<file path="src/hdl/flrf_map.svh">
/*
 fault log record formatter: offsets, field positions, reset values and counts.
 assumes inclusion by bare name from the package and the design modules.
*/
`ifndef FLRF_MAP_SVH
`define FLRF_MAP_SVH

// register offsets (byte addresses)
`define FLRF_ADDR_W      8
`define FLRF_REG_CTRL    8'h00
`define FLRF_REG_STATUS  8'h04
`define FLRF_REG_LOG     8'h08
`define FLRF_REG_TS_LO   8'h0C
`define FLRF_REG_TS_HI   8'h10

// control bits
`define FLRF_CTRL_STORE  0
`define FLRF_CTRL_RDRST  1
`define FLRF_CTRL_PINEVT 5
`define FLRF_PINEVT_RST  1'b0

// log geometry
`define FLRF_ENTRIES     4
`define FLRF_EVT_BITS    168
`define FLRF_SUB_BITS    64
`define FLRF_ENT_BITS    296
`define FLRF_LOG_BITS    1184
`define FLRF_LAST_BYTE   8'h93
`define FLRF_TS_BITS     45
`define FLRF_ENT_MAX     3'h4

// event field positions
`define FLRF_EVT_PAR_BIT 112
`define FLRF_EVT_CRC_BIT 105
`define FLRF_SUB_CRC_BIT 104
`define FLRF_TEMP_LSB    96
`define FLRF_CH1_LSB     92
`define FLRF_CH0_LSB     88
`define FLRF_PWARN_LSB   74
`define FLRF_UWARN_BIT   73
`define FLRF_PFAULT_LSB  55
`define FLRF_UFAULT_LSB  53
`define FLRF_TS_LSB      8
`define FLRF_ORD_LSB     3
`define FLRF_PAGE_LSB    1
`define FLRF_VALID_BIT   0

// subevent field positions
`define FLRF_SUB_CH1_LSB 57
`define FLRF_SUB_CH0_LSB 53

// encodings
`define FLRF_TEMP_OFS    8'h46
`define FLRF_PAGE_UNPAGED 2'h2
`define FLRF_ORD_NONE    5'h00
`define FLRF_ORD_PIN     5'h0C

`endif

</file>
<file path="src/hdl/flrf_pkg.sv">
/*
 fault log record formatter: shared types.
 assumes flrf_map.svh is on the include path.
*/
`include "flrf_map.svh"

package flrf_pkg;

   // channel state codes
   typedef enum logic [3:0] {
      FLRF_CH_OFF       = 4'h0,
      FLRF_CH_RETRY     = 4'h1,
      FLRF_CH_ON_DELAY  = 4'h2,
      FLRF_CH_RAMP_UP   = 4'h3,
      FLRF_CH_WAIT_UV   = 4'h4,
      FLRF_CH_ON        = 4'h5,
      FLRF_CH_OFF_DELAY = 4'h6,
      FLRF_CH_RESET     = 4'h7,
      FLRF_CH_RAMP_DOWN = 4'h8
   } flrf_chan_e;

   // unpaged cause ordinals
   typedef enum logic [4:0] {
      FLRF_U_NONE     = 5'h00,
      FLRF_U_REF      = 5'h01,
      FLRF_U_TSD      = 5'h02,
      FLRF_U_OT_WARN  = 5'h05
   } flrf_uord_e;

   // paged cause ordinals: warnings, continue faults, fault-off
   typedef enum logic [4:0] {
      FLRF_P_NONE        = 5'h00,
      FLRF_P_SHORT_CYC   = 5'h02,
      FLRF_P_TON_OFF     = 5'h04,
      FLRF_P_IOUT_OC_OFF = 5'h05,
      FLRF_P_VOUT_UV_OFF = 5'h06,
      FLRF_P_VOUT_OV_OFF = 5'h07,
      FLRF_P_VIN_OV      = 5'h09,
      FLRF_P_PIN_LOW     = 5'h0C,
      FLRF_P_TON_CONT    = 5'h0D,
      FLRF_P_IOUT_OC_CNT = 5'h0E,
      FLRF_P_VOUT_UV_CNT = 5'h0F,
      FLRF_P_VOUT_OV_CNT = 5'h10,
      FLRF_P_INPUT_OFF_THRESHOLD     = 5'h11,
      FLRF_P_TOFF_WARN   = 5'h13,
      FLRF_P_IIN_OC_W    = 5'h14,
      FLRF_P_VIN_UV_W    = 5'h15,
      FLRF_P_IOUT_OC_W   = 5'h17,
      FLRF_P_VOUT_UV_W   = 5'h18,
      FLRF_P_VOUT_OV_W   = 5'h19
   } flrf_pord_e;

   // live conditions; per page fault bits 8..0 and warning bits 6..0
   typedef struct packed {
      logic [17:0] pfault;
      logic [13:0] pwarn;
      logic [1:0]  ufault;
      logic        uwarn;
      flrf_chan_e  ch1;
      flrf_chan_e  ch0;
      logic [7:0]  temp;
   } flrf_cond_s;

   // one recording request
   typedef struct packed {
      logic       vld;
      logic [4:0] ord;
      logic [1:0] page;
   } flrf_cause_s;

endpackage : flrf_pkg

</file>
<file path="src/hdl/flrf_sync3.sv">
/*
 three-stage pin synchroniser with agreement filter.
 assumes inputs asynchronous to ref_clk; output changes once stages two and three agree.
*/
`timescale 1ns/1ps

module flrf_sync3 import flrf_pkg::*; #(
   parameter int           W   = 2,
   parameter logic [W-1:0] RST = '0
) (
   input  wire logic         ref_clk,
   input  wire logic         rstn,
   input  wire logic         ce,
   input  wire logic [W-1:0] din,
   output logic      [W-1:0] dout_q
);

   genvar i;
   // one chain per bit
   generate
      for (i = 0; i < W; i++) begin : g_bit
         logic s1_q;
         logic s2_q;
         logic s3_q;
         wire  agree = (s2_q == s3_q);
         always_ff @(posedge ref_clk or negedge rstn) begin
            if (!rstn) begin
               s1_q      <= RST[i];
               s2_q      <= RST[i];
               s3_q      <= RST[i];
               dout_q[i] <= RST[i];
            end else if (ce) begin
               s1_q <= din[i];
               s2_q <= s1_q;
               s3_q <= s2_q;
               if (agree) begin
                  dout_q[i] <= s3_q;
               end
            end
         end
      end
   endgenerate

endmodule : flrf_sync3

</file>
<file path="src/hdl/flrf_formatter.sv">
/*
 fault log record formatter: builds event and subevent records from live
 conditions, keeps two volatile subevents, commits four-entry log, byte readout.
 assumes a plain register port master on ref_clk and same-clock cause inputs;
 shared timing clock and fault pin arrive asynchronously on pins.
*/
`timescale 1ns/1ps
`include "flrf_map.svh"

module flrf_formatter import flrf_pkg::*; (
   input  wire logic                     ref_clk,
   input  wire logic                     rstn,
   input  wire logic                     ce,
   input  wire logic [`FLRF_ADDR_W-1:0]  addr,
   input  wire logic [31:0]              wdata,
   input  wire logic                     wr_stb,
   input  wire logic                     rd_stb,
   output logic      [31:0]              rd_data_q,
   input  wire logic                     shared_timing_clock,
   input  wire logic                     fault_pin_n,
   input  wire logic [1:0]               pin_page,
   input  wire flrf_cond_s               cond,
   input  wire flrf_cause_s              fault_off,
   input  wire flrf_cause_s              sub_evt,
   input  wire logic                     evt_crc_err,
   input  wire logic                     sub_crc_err,
   output logic                          log_commit_q
);

   logic [1:0]               pins_f;
   logic                     stc_prev_q;
   logic                     pin_prev_q;
   logic [`FLRF_TS_BITS-1:0] ts_q;
   logic                     pinevt_q;
   logic [`FLRF_SUB_BITS-1:0] sub_q [0:1];
   logic [`FLRF_ENT_BITS-1:0] log_q [0:`FLRF_ENTRIES-1];
   logic [7:0]               rd_ptr_q;
   logic [2:0]               ent_cnt_q;

   // pin synchronisers: shared timing clock idles low, fault pin idles high
   flrf_sync3 #(
      .W   (2),
      .RST (2'b01)
   ) u_sync (
      .ref_clk (ref_clk),
      .rstn    (rstn),
      .ce      (ce),
      .din     ({shared_timing_clock, fault_pin_n}),
      .dout_q  (pins_f)
   );

   // edge detection on filtered pins
   wire stc_f    = pins_f[1];
   wire pin_f    = pins_f[0];
   wire ts_tick  = stc_f & ~stc_prev_q;
   wire pin_fall = pin_prev_q & ~pin_f;

   // register decode
   wire wr_ctrl   = wr_stb & (addr == `FLRF_REG_CTRL);
   wire rd_log    = rd_stb & (addr == `FLRF_REG_LOG);
   wire store_req = wr_ctrl & wdata[`FLRF_CTRL_STORE];
   wire rd_rst    = wr_ctrl & wdata[`FLRF_CTRL_RDRST];

   // fault pin routed as event or subevent
   wire pin_as_evt = pin_fall & pinevt_q;
   wire pin_as_sub = pin_fall & ~pinevt_q;

   // cause selection: fault-off, then pin, then forced store
   wire flrf_cause_s pin_cause   = '{vld: 1'b1, ord: `FLRF_ORD_PIN, page: pin_page};
   wire flrf_cause_s store_cause = '{vld: 1'b1, ord: `FLRF_ORD_NONE,
                                     page: `FLRF_PAGE_UNPAGED};
   wire flrf_cause_s evt_cause = fault_off.vld ? fault_off :
                                 pin_as_evt    ? pin_cause :
                                 store_req     ? store_cause : '0;
   wire flrf_cause_s sub_cause = sub_evt.vld ? sub_evt :
                                 pin_as_sub  ? pin_cause : '0;
   wire commit     = evt_cause.vld;
   wire commit_en  = commit & ce;

   // event record from conditions present now
   wire [7:0]   temp_enc = 8'(cond.temp + `FLRF_TEMP_OFS);
   wire [111:0] evt_low  = {6'h00,
                            evt_crc_err, sub_crc_err,
                            temp_enc,
                            cond.ch1, cond.ch0,
                            cond.pwarn,
                            cond.uwarn,
                            cond.pfault,
                            cond.ufault,
                            ts_q,
                            evt_cause.ord, evt_cause.page,
                            1'b1};
   wire [`FLRF_EVT_BITS-1:0] evt_rec = {55'h0, ^evt_low, evt_low};

   // subevent record
   wire [`FLRF_SUB_BITS-1:0] sub_rec = {3'h0, cond.ch1, cond.ch0, ts_q,
                                        sub_cause.ord, sub_cause.page, 1'b1};

   // new entry: older subevent on top, newer next, event lowest
   wire [`FLRF_ENT_BITS-1:0] new_ent = {sub_q[1], sub_q[0], evt_rec};

   // flattened byte stream, entry 0 at byte 0
   wire [`FLRF_LOG_BITS-1:0] stream;
   genvar e;
   generate
      for (e = 0; e < `FLRF_ENTRIES; e++) begin : g_ent
         assign stream[e*`FLRF_ENT_BITS +: `FLRF_ENT_BITS] = log_q[e];
         // entry shift on commit
         always_ff @(posedge ref_clk or negedge rstn) begin
            if (!rstn) begin
               log_q[e] <= '0;
            end else if (commit_en) begin
               log_q[e] <= (e == 0) ? new_ent : log_q[(e == 0) ? 0 : e - 1];
            end
         end
      end
   endgenerate

   wire [10:0] byte_base = {rd_ptr_q, 3'b000};
   wire [7:0]  log_byte  = stream[byte_base +: 8];

   // read selection
   wire        sel_ctrl   = (addr == `FLRF_REG_CTRL);
   wire        sel_status = (addr == `FLRF_REG_STATUS);
   wire        sel_log    = (addr == `FLRF_REG_LOG);
   wire        sel_ts_lo  = (addr == `FLRF_REG_TS_LO);
   wire        sel_ts_hi  = (addr == `FLRF_REG_TS_HI);
   wire [31:0] ctrl_w     = {26'h0, pinevt_q, 5'h00};
   wire [31:0] status_w   = {16'h0, rd_ptr_q, 3'h0, sub_q[1][0], sub_q[0][0], ent_cnt_q};
   wire [31:0] log_w      = {24'h0, log_byte};
   wire [31:0] ts_hi_w    = {19'h0, ts_q[44:32]};
   wire [31:0] rd_mux =
      sel_ctrl   ? ctrl_w :
      sel_status ? status_w :
      sel_log    ? log_w :
      sel_ts_lo  ? ts_q[31:0] :
      sel_ts_hi  ? ts_hi_w : 32'h0;

   // pin edge history and timestamp
   always_ff @(posedge ref_clk or negedge rstn) begin
      if (!rstn) begin
         stc_prev_q <= 1'b0;
         pin_prev_q <= 1'b1;
         ts_q       <= '0;
      end else if (ce) begin
         stc_prev_q <= stc_f;
         pin_prev_q <= pin_f;
         if (ts_tick) begin
            ts_q <= 45'(ts_q + 45'h1);
         end
      end
   end

   // control register
   always_ff @(posedge ref_clk or negedge rstn) begin
      if (!rstn) begin
         pinevt_q <= `FLRF_PINEVT_RST;
      end else if (ce && wr_ctrl) begin
         pinevt_q <= wdata[`FLRF_CTRL_PINEVT];
      end
   end

   // volatile subevent pair, emptied by each commit except for a subevent taken in the same cycle
   always_ff @(posedge ref_clk or negedge rstn) begin
      if (!rstn) begin
         sub_q[0] <= '0;
         sub_q[1] <= '0;
      end else if (ce) begin
         if (commit) begin
            sub_q[0] <= sub_cause.vld ? sub_rec : '0;
            sub_q[1] <= '0;
         end else if (sub_cause.vld) begin
            sub_q[0] <= sub_rec;
            sub_q[1] <= sub_q[0];
         end
      end
   end

   // read pointer, entry count, read data, commit strobe
   always_ff @(posedge ref_clk or negedge rstn) begin
      if (!rstn) begin
         rd_ptr_q     <= 8'h00;
         ent_cnt_q    <= 3'h0;
         rd_data_q    <= 32'h0;
         log_commit_q <= 1'b0;
      end else if (ce) begin
         if (rd_rst) begin
            rd_ptr_q <= 8'h00;
         end else if (rd_log) begin
            rd_ptr_q <= (rd_ptr_q == `FLRF_LAST_BYTE) ? 8'h00 : 8'(rd_ptr_q + 8'h01);
         end
         if (commit && ent_cnt_q != `FLRF_ENT_MAX) begin
            ent_cnt_q <= 3'(ent_cnt_q + 3'h1);
         end
         rd_data_q    <= rd_stb ? rd_mux : 32'h0;
         log_commit_q <= commit;
      end
   end
endmodule : flrf_formatter

</file>
<file path="config.mk">
export PLATFORM = sky130hd
export DESIGN_NAME = flrf_formatter
export DESIGN_NICKNAME = d
export VERILOG_FILES = /design/src/hdl/flrf_pkg.sv /design/src/hdl/flrf_sync3.sv /design/src/hdl/flrf_formatter.sv
export VERILOG_INCLUDE_DIRS = /design/src /design/src/hdl
export SDC_FILE = /design/constraint.sdc
export NUM_CORES = 2
export LEC_CHECK = 0
export BUFFER_PORTS_ARGS = -buffer_cell sky130_fd_sc_hd__buf_2
export CORE_MARGIN = 2
export CORE_UTILIZATION = 45
export CTS_BUF_LIST = sky130_fd_sc_hd__clkbuf_8
export CTS_CLUSTER_SIZE = 14
export DETAILED_ROUTE_END_ITERATION = 7
export PLACE_DENSITY = 0.62
export SLEW_MARGIN = 30
export SYNTH_ARGS = -nofsm -noshare
export SYNTH_HDL_FRONTEND = slang
export SYNTH_SLANG_ARGS = --single-unit
</file>
<file path="constraint.sdc">
create_clock -name ref_clk -period 2.76 [get_ports ref_clk]
set_clock_uncertainty 0.1 [all_clocks]
set_input_delay 0.138 -clock ref_clk [delete_from_list [all_inputs] [get_ports ref_clk]]
set_output_delay 0.138 -clock ref_clk [all_outputs]
set_load 0.005 [all_outputs]
</file>
======== Yosys cells after proc, flatten, opt, wreduce, memory -nomap -nowiden ========
Index checks and enable logic that the tools add are counted.
operators by class
  $add $sub $neg .......................... 4
  multipliers ............................. 0
  div/mod/pow operators ................... 0
  order comparisons ....................... 0
  eq/ne operators ......................... 8
  shift operators ......................... 1
  muxes and demuxes ....................... 17
  bitwise logic cells ..................... 12
  reductions and logical operators ........ 12
operators with widths
  cell                                                              number
  1184-bit by 12-bit indexed part select with 8-bit output          1
  128-bit 2-to-1 mux                                                2
  32-bit 2-to-1 mux                                                 5
  112-bit parity                                                    1
  8-bit 2-to-1 mux                                                  8
  61-bit 2-to-1 mux                                                 1
  45-bit by 1-bit adder with 45-bit output (second input constant)  1
  8-bit by 4-bit == test with 1-bit output (second input constant)  2
  13-bit 2-to-1 mux                                                 1
  2-bit AND reduction                                               6
  1-bit AND                                                         9
  8-bit by 1-bit adder with 8-bit output (second input constant)    1
  8-bit by 7-bit adder with 8-bit output (second input constant)    1
  8-bit by 3-bit == test with 1-bit output (second input constant)  1
  8-bit by 5-bit == test with 1-bit output (second input constant)  1
  8-bit == test (second input constant)                             1
  8-bit zero test                                                   1
  2-bit nonzero test                                                2
  3-bit by 1-bit adder with 3-bit output (second input constant)    1
  3-bit inequality test (second input constant)                     1
  1-bit NOT                                                         3
  1-bit == test                                                     2
  1-bit logical AND                                                 2
word-level totals
  flip-flop bits (word level) ............. 1168
  latch bits .............................. 0
  bits in writable memories ............... 0
  bits in read-only memories .............. 0
  input port bits ......................... 118
  output and inout port bits .............. 33
  word-level logic and storage cells ...... 76
  memories ................................ 0

======== Longest topological paths before layout ========
  depth after elaboration ................. 8
  gate-level depth with buffers ........... 15

======== By module ========
From an unflattened synthesis, not the netlist that was laid out.
unflattened totals
  cell total of the unflattened synthesis .. 5501
  area total of the unflattened synthesis .. 52158.8 um^2
by module, submodules not included
  module          times used  cells each  area an instance (um^2)
  flrf_formatter  1           5478        51829.7
  flrf_sync3      1           23          329.1

======== Worst setup path after synthesis ========
OpenSTA, ideal clock, no wires.
  kind .................................... register to register
  from .................................... reg rd_ptr_q[0]
  to ...................................... reg rd_data_q[1]
  setup time .............................. 0.128 ns
  arrival ................................. 2.498 ns
  path slack .............................. 0.034 ns
  cell stages (with the launch flop) ...... 12
  buffers on the path ..................... 5
  clock period less this slack ............ 2.726 ns
  cells stage by stage .................... dfrtp_1 buf_6 buf_12 buf_8 buf_8 buf_4 mux4_2 a2111oi_0 nor3_1 a311o_1 nand4_1 nand2_1
on the way
  cells in the longest elaborated chain, start to end .. 5
ends and longest elaborated chain
  item                                                      RTL line               RTL
  start: declaration                                        flrf_formatter.sv:37   logic [7:0] rd_ptr_q;
  start signal: assignment                                  flrf_formatter.sv:190  rd_ptr_q <= (rd_ptr_q == `FLRF_LAST_BYTE) ? 8'h00 : 8'(rd_ptr_q + 8'h01);
  1184-bit by 12-bit indexed part select with 8-bit output  flrf_formatter.sv:120  wire [7:0] log_byte = stream[byte_base +: 8];
  32-bit 2-to-1 mux                                         flrf_formatter.sv:135  sel_log ? log_w :
  32-bit 2-to-1 mux                                         flrf_formatter.sv:134  sel_status ? status_w :
  32-bit 2-to-1 mux                                         flrf_formatter.sv:133  sel_ctrl ? ctrl_w :
  32-bit 2-to-1 mux                                         flrf_formatter.sv:195  rd_data_q <= rd_stb ? rd_mux : 32'h0;
  end signal: assignment                                    flrf_formatter.sv:195
  end: declaration                                          flrf_formatter.sv:18   output logic [31:0] rd_data_q,
Every way passes these cells.
A chain may end at the register's enable or synchronous reset.

======== Worst setup path after layout ========
  from .................................... reg rd_ptr_q[0]
  to ...................................... reg rd_data_q[0]
The elaborated chain is that of the path after synthesis.

==> out/results.txt <==
maximum VDD drop: 0.515 mV
I/O pin count: 151
initial DRC count: 4680
Worst Hold Class: input port to flop
Slew HR: 44.4%
power density over the cells: 639 mW/mm^2
Core ar.: 0.116 sq mm
DP HPWL: 124000 um
Hold Fails Final Rpt: 0
GRT Residual Overflow: 0
RSZ-0062 raised after global routing: yes
DR vias: 43.5k
area growth from synthesis to layout: 21.3%
Yosys top cell by area: dfrtp_1
GR Util All Layers: 30.5%
ys async rst share: 100%
Synth Register Bits: 1138
initial antenna violation count: 9
CTS tree: done
Port Buf Inserts: 121
failing checks: negative setup slack
post-route worst setup slack: -320 ps
Die Wd: 345 um
Post-Synthesis Mean Instance Area: 9.41 sq um
CP arrival: 3740 ps
Synth Flop Type: dfrtp_1
Total Wirelength: 180000 um
Req. time, crit path: 3420 ps
vias in the first global route: 42.8k
share of layout cells above drive strength 1: 17.6%
Power Total: 40.6 mW
clk sinks: 1138
leading post-synthesis cells by cell area: dfrtp_1 (54%), nand2_1 (21%), mux4_2 (7.6%)
wire length per cell: 23.2 um
status: finished, violations left
DRC violations left: 0
Die Area: 0.119 sq mm
Distinct cells, synth: 76
H-tree lvl count: 4
largest net degree at the start of global routing: 145
Starting Density: 45.2%
Tmin final: 3080 ps
# fillers: 10.3k
RePlAce Congestion: 0.931
yosys warns: 0
worst-path maximum fanout: 6
deepest clock path buffer count: 3
remaining antenna violation count after routing: 0
Pre-antenna DRT Iters: 8
final layout net count: 6248
via/cell ratio: 5.59
first-pass GRT wire length: 272000 um
critical path class: flop to flop
most frequent cell after synthesis: nand2_1
top cell type's share of synthesized area: 54.2%
row count: 125
Slew @ Worst Pin: 835 ps
CP Launch Type: flop
Post-Syn Nets: 5698
Lkg Pwr: 32.6 nW
part of the cycle the worst path needs: 112%
final core occ: 54.8%
Seq/Total Area, Yosys: 54.5%
Die Ht: 345 um
Slew Limit Fails: 0
max cap viols: 0
CTS clk-pin slew, worst paths: 60 ps
Post-Synthesis Cells: 5554
setup violators final: 8
clk root buf: clkbuf_8
Crit. End Element: flop
Post-synth EDFFs: 0
Mapped Area: 0.0523 sq mm
top cells by count, synth: nand2_1 (2958), dfrtp_1 (1133), clkbuf_1 (180)
total CTS buffers: 190
Clk Latency, worst-skew pair: 890 ps
fmax: 325 MHz
-- final timing paths --
path	startpoint	to	slack [ps]	depth (start not counted)
setup / recovery	rd_ptr_q[0]	rd_data_q[0]	-320	9
hold / removal	sub_evt[4]	new_ent[173]	60	4
setup reg to reg	rd_ptr_q[0]	rd_data_q[0]	-320	9
hold reg to reg	new_ent[240]	log_q[1128]	370	2
max in group asynchronous	rstn	log_q[48]	1200	6
min in group asynchronous	rstn	log_q[1145]	380	4
-- worst max-delay path: stages, from the launching register on --
cell and delay [ps]:
dfrtp_4 540, buf_12 170, buf_6 100, mux4_2 490, mux4_2 530, a211oi_4 270, o32ai_2 120, a221oi_2 280
nor3_1 70, a221o_1 290
-- per-layer routing --
layer,GRT usage (%),up-vias,share of wire [%],routed length [um]
met2,45.8,2056,45,80600
met5,0,-,0.042,76
met4,15.0,10,5.3,9520
li1,-,19333,-,-
met3,6.23,506,8.8,15900
met1,42.5,21573,41,74100
-- logic make-up (layout without fill, tap and decap cells) --
logic type      after synthesis  in the layout  synth area share [%]
simple gates               3150           3150                  23.2
mux                         290            290                  9.99
xor+xnor                    130            130                  2.20
buf+inv                     374           1069                  3.54
fa+ha+maj                    26             26                 0.622
flops                      1138           1138                  54.5
compound gates              446            446                  5.95
other cells                   0              6                     0
-- cells in the final DEF (no fill, tap or decap), types with 15 or more instances in the layout --
cell and n:
nand2_1 2955, dfrtp_1 1128, buf_4 319, clkbuf_8 242, mux4_2 179, dlygate4sd3_1 160, o21ai_0 122, buf_2 120
xnor2_1 96, a22o_1 86, buf_12 83, inv_1 82, mux2i_1 79, nor2_1 61, a21oi_1 53, a221oi_1 32
nand3_1 30, xor2_1 29, mux2_2 27, ha_1 26, a22oi_1 23, nor3_1 15
-- power by group --
| group | switching, mW | leakage (nW) | internal, mW |
|---|---|---|---|
| clock network | 7.11 | 2.27 | 8.45 |
| registers | 1.37 | 15.4 | 18.1 |
| logic | 3.17 | 14.9 | 2.40 |
| total | 11.6 | 32.6 | 28.9 |
-- area by class of cell --
class / instances / area (sq um) / area share (%)
well taps: 1524 / 1910 / 3.01
repair buffers: 709 / 6740 / 10.6
clock buffers: 242 / 3330 / 5.25
multi-input cells: 4042 / 22200 / 35.0
flip-flops and latches: 1138 / 28500 / 44.9
inverters: 23 / 86.3 / 0.136
clock inverters: 95 / 639 / 1.01
diodes: 6 / 15.0 / 0.0237
-- through the flow --
stage | TNS [ps] | cell area, sq um | hold slack (ps) | setup WS, ps | instances
final | -1490 | 63400 | 59.1 | -320 | 7779
after global routing | -1990 | 63400 | 60.9 | -395 | 7774
after CTS | -1400 | 63100 | 0.662 | -312 | 7757
after detailed placement | -3510 | 57000 | -9.15 | -485 | 7236
after global placement | -3240 | 57000 | -17.7 | -447 | 7235
after floorplan | 0 | 52300 | -258 | 34.3 | 5554
-- repair_timing --
| item | 4_1_cts | 5_1_grt |
|---|---|---|
| resized for setup | 52 | 43 |
| hold buffers | 161 | 0 |
| hold endpoints to repair | 1312 | 0 |
| cloned | 4 | 2 |
| pin swaps | 9 | 17 |
| buffers inserted | 20 | 15 |
| setup endpoints to repair | 8 | 22 |
-- registers in the layout, indices dropped and copies added (netlist names) --
| name | count |
|---|---|
| stc_prev_q | 1 |
| pin_prev_q | 1 |
| pinevt_q | 1 |
| u_sync.g_bit.s3_q | 2 |
| u_sync.g_bit.s1_q | 2 |
| new_ent | 122 |
| u_sync.g_bit.s2_q | 2 |
| rd_ptr_q | 8 |
| log_commit_q | 1 |
| u_sync.dout_q | 2 |
| rd_data_q | 32 |
| ts_q | 45 |
| ent_cnt_q | 3 |
| log_q | 916 |
No activity file was read; power rests on OpenSTA's default activity.
